===== config.mk =====
export PLATFORM = sky130hd
export DESIGN_NAME = lsdb_bank
export DESIGN_NICKNAME = d
export VERILOG_FILES = /design/src/lsdb_pkg.sv /design/src/lsdb_seg_drive.sv /design/src/lsdb_bank.sv
export SDC_FILE = /design/constraint.sdc
export NUM_CORES = 1
export LEC_CHECK = 0
export BUFFER_PORTS_ARGS = -buffer_cell sky130_fd_sc_hd__buf_2
export CAP_MARGIN = 5
export CORE_MARGIN = 4
export CORE_UTILIZATION = 45
export DETAILED_ROUTE_END_ITERATION = 12
export PLACE_DENSITY = 0.77
export RECOVER_POWER = 50
export SYNTH_ARGS = -nofsm -noshare
export SYNTH_HDL_FRONTEND = slang
export SYNTH_HIERARCHICAL = 1
export SYNTH_SLANG_ARGS = --single-unit

===== constraint.sdc =====
create_clock -name i_sys_clk -period 1.9 [get_ports i_sys_clk]
set_input_delay 0.095 -clock i_sys_clk [delete_from_list [all_inputs] [get_ports i_sys_clk]]
set_output_delay 0.095 -clock i_sys_clk [all_outputs]
set_load 0.1 [all_outputs]

===== src/lsdb_pkg.sv =====
// Package with register map, field layout and bus types for the bank.
package lsdb_pkg;

   // ************************************************************
   // Register map and field layout.
   // ************************************************************
   localparam int          LSDB_NUM_REGS    = 6;
   localparam int          LSDB_NIB_W       = 4;
   localparam int          LSDB_NUM_COMS    = 4;
   localparam int          LSDB_FIELD_HI_LSB = 4;
   localparam int          LSDB_FIELD_LO_LSB = 0;
   localparam int          LSDB_DATA_W      = 8;
   localparam int          LSDB_ADDR_W      = 8;
   localparam int          LSDB_FIRST_SEG   = 18;
   localparam logic [7:0]  LSDB_OFS_SEGMENT_OUTPUT_18_19 = 8'h00;
   localparam logic [7:0]  LSDB_OFS_SEGMENT_OUTPUT_20_21 = 8'h04;
   localparam logic [7:0]  LSDB_OFS_SEGMENT_OUTPUT_22_23 = 8'h08;
   localparam logic [7:0]  LSDB_OFS_SEGMENT_OUTPUT_24_25 = 8'h0c;
   localparam logic [7:0]  LSDB_OFS_SEGMENT_OUTPUT_26_27 = 8'h10;
   localparam logic [7:0]  LSDB_OFS_SEGMENT_OUTPUT_28_29 = 8'h14;
   localparam logic [7:0]  LSDB_RESET_VAL   = 8'h00;

   // ************************************************************
   // Bus constants.
   // ************************************************************
   localparam logic [1:0]  LSDB_RESP_OKAY   = 2'h0;
   localparam logic [1:0]  LSDB_RESP_SLVERR = 2'h2;

   typedef struct packed {
      logic [7:0]  addr;
      logic [31:0] data;
      logic [3:0]  strb;
   } lsdb_wreq_t;

   typedef struct packed {
      logic [LSDB_NIB_W-1:0] seg_hi;
      logic [LSDB_NIB_W-1:0] seg_lo;
   } lsdb_pair_t;

   typedef enum logic [1:0] {
      LSDB_W_IDLE = 2'b00,
      LSDB_W_RESP = 2'b01
   } lsdb_wstate_t;

endpackage


===== src/lsdb_seg_drive.sv =====
// Segment drive selector: picks each segment's bit for the active common.
`timescale 1ns/1ps
module lsdb_seg_drive (
   input  wire logic [lsdb_pkg::LSDB_NUM_REGS*8-1:0] i_patterns,
   input  wire logic [1:0]                           i_com_sel,
   output logic      [lsdb_pkg::LSDB_NUM_REGS*2-1:0] o_seg_on
);
   import lsdb_pkg::*;

   // ************************************************************
   // One bit per common in each nibble, bit 3 for common line 3.
   // ************************************************************
   genvar g;
   generate
      for (g = 0; g < LSDB_NUM_REGS * 2; g = g + 1) begin : g_seg
         assign o_seg_on[g] = i_patterns[g*LSDB_NIB_W + i_com_sel];
      end
   endgenerate

endmodule


===== src/lsdb_bank.sv =====
// Segment pattern register bank for segments 18 to 29 on AXI4-Lite.
//
// Added by the designer: the register addresses and the AXI4-Lite register port.
`timescale 1ns/1ps
module lsdb_bank (
   input  wire logic                                 i_sys_clk,
   input  wire logic                                 i_rst,
   input  wire logic [7:0]                           i_awaddr,
   input  wire logic                                 i_awvalid,
   output logic                                      o_awready,
   input  wire logic [31:0]                          i_wdata,
   input  wire logic [3:0]                           i_wstrb,
   input  wire logic                                 i_wvalid,
   output logic                                      o_wready,
   output logic [1:0]                                o_bresp,
   output logic                                      o_bvalid,
   input  wire logic                                 i_bready,
   input  wire logic [7:0]                           i_araddr,
   input  wire logic                                 i_arvalid,
   output logic                                      o_arready,
   output logic [31:0]                               o_rdata,
   output logic [1:0]                                o_rresp,
   output logic                                      o_rvalid,
   input  wire logic                                 i_rready,
   input  wire logic [1:0]                           i_com_sel,
   output logic [lsdb_pkg::LSDB_NUM_REGS*2-1:0]      o_seg_on,
   output logic [lsdb_pkg::LSDB_NUM_REGS*8-1:0]      o_patterns
);
   import lsdb_pkg::*;

   // ************************************************************
   // Address decode.
   // ************************************************************
   function automatic logic [3:0] lsdb_decode(input logic [7:0] a);
      case (a)
         LSDB_OFS_SEGMENT_OUTPUT_18_19: lsdb_decode = 4'h0;
         LSDB_OFS_SEGMENT_OUTPUT_20_21: lsdb_decode = 4'h1;
         LSDB_OFS_SEGMENT_OUTPUT_22_23: lsdb_decode = 4'h2;
         LSDB_OFS_SEGMENT_OUTPUT_24_25: lsdb_decode = 4'h3;
         LSDB_OFS_SEGMENT_OUTPUT_26_27: lsdb_decode = 4'h4;
         LSDB_OFS_SEGMENT_OUTPUT_28_29: lsdb_decode = 4'h5;
         default:           lsdb_decode = 4'hf;
      endcase
   endfunction

   lsdb_pair_t   pair_r [LSDB_NUM_REGS];
   lsdb_wstate_t wstate_r;
   logic         aw_held_r;
   logic         w_held_r;
   lsdb_wreq_t   wreq_r;
   logic         do_write;
   logic [3:0]   widx;
   logic [3:0]   ridx;

   // ************************************************************
   // Write channel: address and data taken in either order.
   // ************************************************************
   assign o_awready = (wstate_r == LSDB_W_IDLE) && !aw_held_r;
   assign o_wready  = (wstate_r == LSDB_W_IDLE) && !w_held_r;
   assign do_write  = (wstate_r == LSDB_W_IDLE)
                      && (aw_held_r || i_awvalid)
                      && (w_held_r || i_wvalid);
   assign widx      = lsdb_decode(aw_held_r ? wreq_r.addr : i_awaddr);

   always_ff @(posedge i_sys_clk or posedge i_rst) begin
      if (i_rst) begin
         aw_held_r <= 1'b0;
         wreq_r.addr <= 8'h00;
      end else if (do_write) begin
         aw_held_r <= 1'b0;
      end else if (i_awvalid && o_awready) begin
         aw_held_r   <= 1'b1;
         wreq_r.addr <= i_awaddr;
      end
   end

   always_ff @(posedge i_sys_clk or posedge i_rst) begin
      if (i_rst) begin
         w_held_r    <= 1'b0;
         wreq_r.data <= 32'h0000_0000;
         wreq_r.strb <= 4'h0;
      end else if (do_write) begin
         w_held_r <= 1'b0;
      end else if (i_wvalid && o_wready) begin
         w_held_r    <= 1'b1;
         wreq_r.data <= i_wdata;
         wreq_r.strb <= i_wstrb;
      end
   end

   always_ff @(posedge i_sys_clk or posedge i_rst) begin
      if (i_rst) begin
         wstate_r <= LSDB_W_IDLE;
         o_bvalid <= 1'b0;
         o_bresp  <= LSDB_RESP_OKAY;
      end else begin
         case (wstate_r)
            LSDB_W_IDLE: begin
               if (do_write) begin
                  wstate_r <= LSDB_W_RESP;
                  o_bvalid <= 1'b1;
                  o_bresp  <= (widx == 4'hf) ? LSDB_RESP_SLVERR
                                             : LSDB_RESP_OKAY;
               end
            end
            LSDB_W_RESP: begin
               if (i_bready) begin
                  wstate_r <= LSDB_W_IDLE;
                  o_bvalid <= 1'b0;
               end
            end
            default: begin
               wstate_r <= LSDB_W_IDLE;
               o_bvalid <= 1'b0;
            end
         endcase
      end
   end

   // ************************************************************
   // Pattern storage; only byte lane 0 holds state.
   // ************************************************************
   genvar g;
   generate
      for (g = 0; g < LSDB_NUM_REGS; g = g + 1) begin : g_reg
         logic [31:0] wd;
         logic        ws;
         assign wd = w_held_r ? wreq_r.data : i_wdata;
         assign ws = w_held_r ? wreq_r.strb[0] : i_wstrb[0];
         always_ff @(posedge i_sys_clk or posedge i_rst) begin
            if (i_rst) begin
               pair_r[g] <= LSDB_RESET_VAL;
            end else if (do_write && widx == 4'(g) && ws) begin
               // Upper nibble is the odd segment, lower the even one.
               pair_r[g].seg_hi <= wd[LSDB_FIELD_HI_LSB +: LSDB_NIB_W];
               pair_r[g].seg_lo <= wd[LSDB_FIELD_LO_LSB +: LSDB_NIB_W];
            end
         end
         assign o_patterns[g*8 +: 8] = pair_r[g];
      end
   endgenerate
   // Register g covers segments 18+2g and 19+2g.

   // ************************************************************
   // Read channel: one-cycle answer, bits 31-8 read zero.
   // ************************************************************
   assign o_arready = !o_rvalid;
   assign ridx      = lsdb_decode(i_araddr);

   always_ff @(posedge i_sys_clk or posedge i_rst) begin
      if (i_rst) begin
         o_rvalid <= 1'b0;
         o_rdata  <= 32'h0000_0000;
         o_rresp  <= LSDB_RESP_OKAY;
      end else if (i_arvalid && o_arready) begin
         o_rvalid <= 1'b1;
         if (ridx == 4'hf) begin
            o_rdata <= 32'h0000_0000;
            o_rresp <= LSDB_RESP_SLVERR;
         end else begin
            o_rdata <= {24'h00_0000, pair_r[ridx[2:0]]};
            o_rresp <= LSDB_RESP_OKAY;
         end
      end else if (i_rready) begin
         o_rvalid <= 1'b0;
      end
   end

   // ************************************************************
   // Segment drive for the active common phase.
   // ************************************************************
   lsdb_seg_drive u_drive (
      .i_patterns (o_patterns),
      .i_com_sel  (i_com_sel),
      .o_seg_on   (o_seg_on)
   );

endmodule


==> metrics <==
Tcrit/Tclk final=106%; worst r2r path cells=7; leak pwr=2.85 nW; Synth Cell Area=4270 um^2; I/O pin count=162; # setup viols final=47; Final WS setup=-0.105 ns; fmax=499 MHz; CTS HTree Levels=3; Detailed Routing Iterations Pass 1=4; Synth Area per Inst=14.1 um^2; RSZ-0062 raised after global routing=yes; number of synthesized flops with an enable pin=0; Hold Crit Depth=3; largest net degree at the start of global routing=30; first-pass GRT wire length=17.6 mm; final setup TNS=-2.75 ns; CP Max Fanout=8; hold_sp=i_araddr[1]; worst reg2reg path endpoint=o_patterns[32]; initial DRC count=176; Worst Setup Start Kind=flop; diodes inserted=0; post-placement cell count=559; CTS tree=yes; Setup crit end kind=flop; Area Growth Syn to Fin=31.4%; Layout Skew=0.0131 ns; DR WL/cell=18.6 um; Pins Over Slew Limit=0; failing checks=negative setup slack; CTS root buf=clkbuf_8; Final Hold Vio Count=0; total power=8.36 mW; Total GRT Usage=20.2%; Synth area leaders=dfrtp_1 (46%), mux2_2 (18%), mux4_2 (9.5%), mux2_4 (5.6%), buf_4 (4.8%); routed length on met2=5.85 mm; clk sinks=79; Worst EP required=2.15 ns; Final Instance Count excl. Fillers=596; vias=3,116; time the worst path needs with I/O delays and setup=2.00 ns; gr ovfl total=0; crit path DAT=2.26 ns; vias in the first global route=3,264; Die X=105 um; GPL Wtd Cong=0.796; Worst-path clk slew=0.10 ns; DRC violations left=0; layout cells sized above 1=61.9%; register area=1980 um^2; post-synth top area share=46.3%; Die H=105 um; WS Path Type=flop to flop; asr flop ratio synth=100%; FP Rows=35; Post-Route WL=11.1 mm; multi-input logic area=2230 um^2; post-synthesis sequential area ratio=46.3%; highest routed layer=met4; top post-synthesis cells by count=dfrtp_1 (79), mux2_2 (67), buf_4 (27); YS warnings=6; number of synthesized register bits=79; vias per inst=5.23; Max Cap Viol=0; Starting Density=46.2%; Nets=523; outcome=finished, violations left; CTS Buf Count=9; Max Root-Sink Buffers=2; met3 WL=771 um; Post-synth top flop=dfrtp_1; top-count cell post-synth=dfrtp_1; worst skew pair latency=0.36 ns; dpl hpwl=8.32 mm; antenna-violating nets left=0; Synth cell types=38; WHS Endpoint=o_rresp[1]; Mapped Cells=303; PD cells=1490 nW/um^2; wl on met1=4.21 mm; R2R Path Start=aw_held_r; Slew headroom=13.4%; Worst VDD drop=807 uV; Yosys top cell by area=dfrtp_1; DIE AREA=11,100 um^2; initial antenna violation count=0; Core Area=9240 um^2; Port Buffers=108; # fillers=743; Worst-Margin Slew=1.29 ns; reg2reg setup slack=-0.10 ns; worst hold path class=primary input to flop
-- routing by layer --
metal | global-route usage [%] | vias up
met5 | 0 | -
met2 | 35.8 | 138
met1 | 23.5 | 1556
li1 | - | 1396
met3 | 5.51 | 26
met4 | 6.84 | 0
-- stage by stage --
stage | setup WS, ns | utilization [%] | cell area, um^2 | hold slack, ns
floorplan | -0.249 | - | 4460 | 0.188
finish | -0.105 | 60.6 | 5600 | 0.0228
global route | -0.214 | 60.6 | 5600 | 0.0166
detailed placement | -0.240 | 56.1 | 5180 | 0.236
global placement | -0.164 | 56.1 | 5180 | 0.227
CTS | -0.107 | 60.4 | 5580 | 0.000207
-- flip-flops by register name (all words and copies together), names as in the netlist --
register / count
o_rresp: 1
o_bresp: 1
o_patterns: 48
o_bvalid: 1
aw_held_r: 1
o_rdata: 8
w_held_r: 1
o_rvalid: 1
wreq_r: 17
-- cells in the final DEF, fill, tap and decap left out, drive strengths merged, types with 6 or more instances in the layout --
cell type | synthesis | layout
nor2 | 14 | 14
dfrtp | 79 | 79
inv | 4 | 6
a21oi | 6 | 6
o21ai | 12 | 12
buf | 32 | 135
mux2 | 83 | 83
dlygate4sd3 | 0 | 13
a22oi | 7 | 7
mux4 | 20 | 20
nand2 | 11 | 11
clkbuf | 6 | 22
conb | 1 | 26
-- worst max-delay path: stages, from the launching register on --
cell and delay, ns:
dfrtp_1 0.42, buf_6 0.15, nor4b_4 0.23, o22ai_2 0.12, buf_6 0.14, nor4_4 0.35, buf_12 0.19, mux2_4 0.30
-- worst max path at each step --
stage | from | to | slack [ns] | depth (start not counted)
global placement | aw_held_r | o_patterns[4] | -0.16 | 6
floorplan | o_bvalid | o_patterns[0] | -0.25 | 5
finish | aw_held_r | o_patterns[32] | -0.10 | 7
global route | aw_held_r | o_patterns[32] | -0.21 | 7
detailed placement | aw_held_r | o_patterns[5] | -0.24 | 6
CTS | aw_held_r | o_patterns[4] | -0.11 | 7
-- cell families (layout without fill, tap and decap cells) --
family                 count (synthesis)  count (layout)  share of synthesized area (%)
muxes                                106             106                           34.8
DFF                                   79              79                           46.3
and+or+nand+nor                       42              42                           7.36
buffers and inverters                 42             181                           6.48
AOI/OAI and AO/OA                     33              33                           4.96
other                                  1              26                         0.0879
-- where the power goes --
part	switching (mW)	internal (mW)	leakage [nW]
sequential	0.375	2.09	1.05
clock	0.690	0.502	0.0927
combinational	3.27	1.43	1.70
-- area by class of cell --
cell class                      count  share of cell area (%)
Clock buffer                        9                    2.21
Multi-Input combinational cell    207                    39.7
Sequential cell                    79                    35.4
Clock inverter                      7                    1.12
Tap cell                          129                    2.88
Inverter                            4                   0.313
Timing Repair Buffer              161                    18.3
-- what timing repair did --
item / 4_1_cts / 5_1_grt
pin swaps: 10 / 4
buffers inserted: 6 / 3
gates resized for setup: 11 / 7
setup endpoints to repair: 48 / 48
endpoints found under the hold margin: 38 / 1
hold buffers: 12 / 1
(Power assumes the default switching activity.)
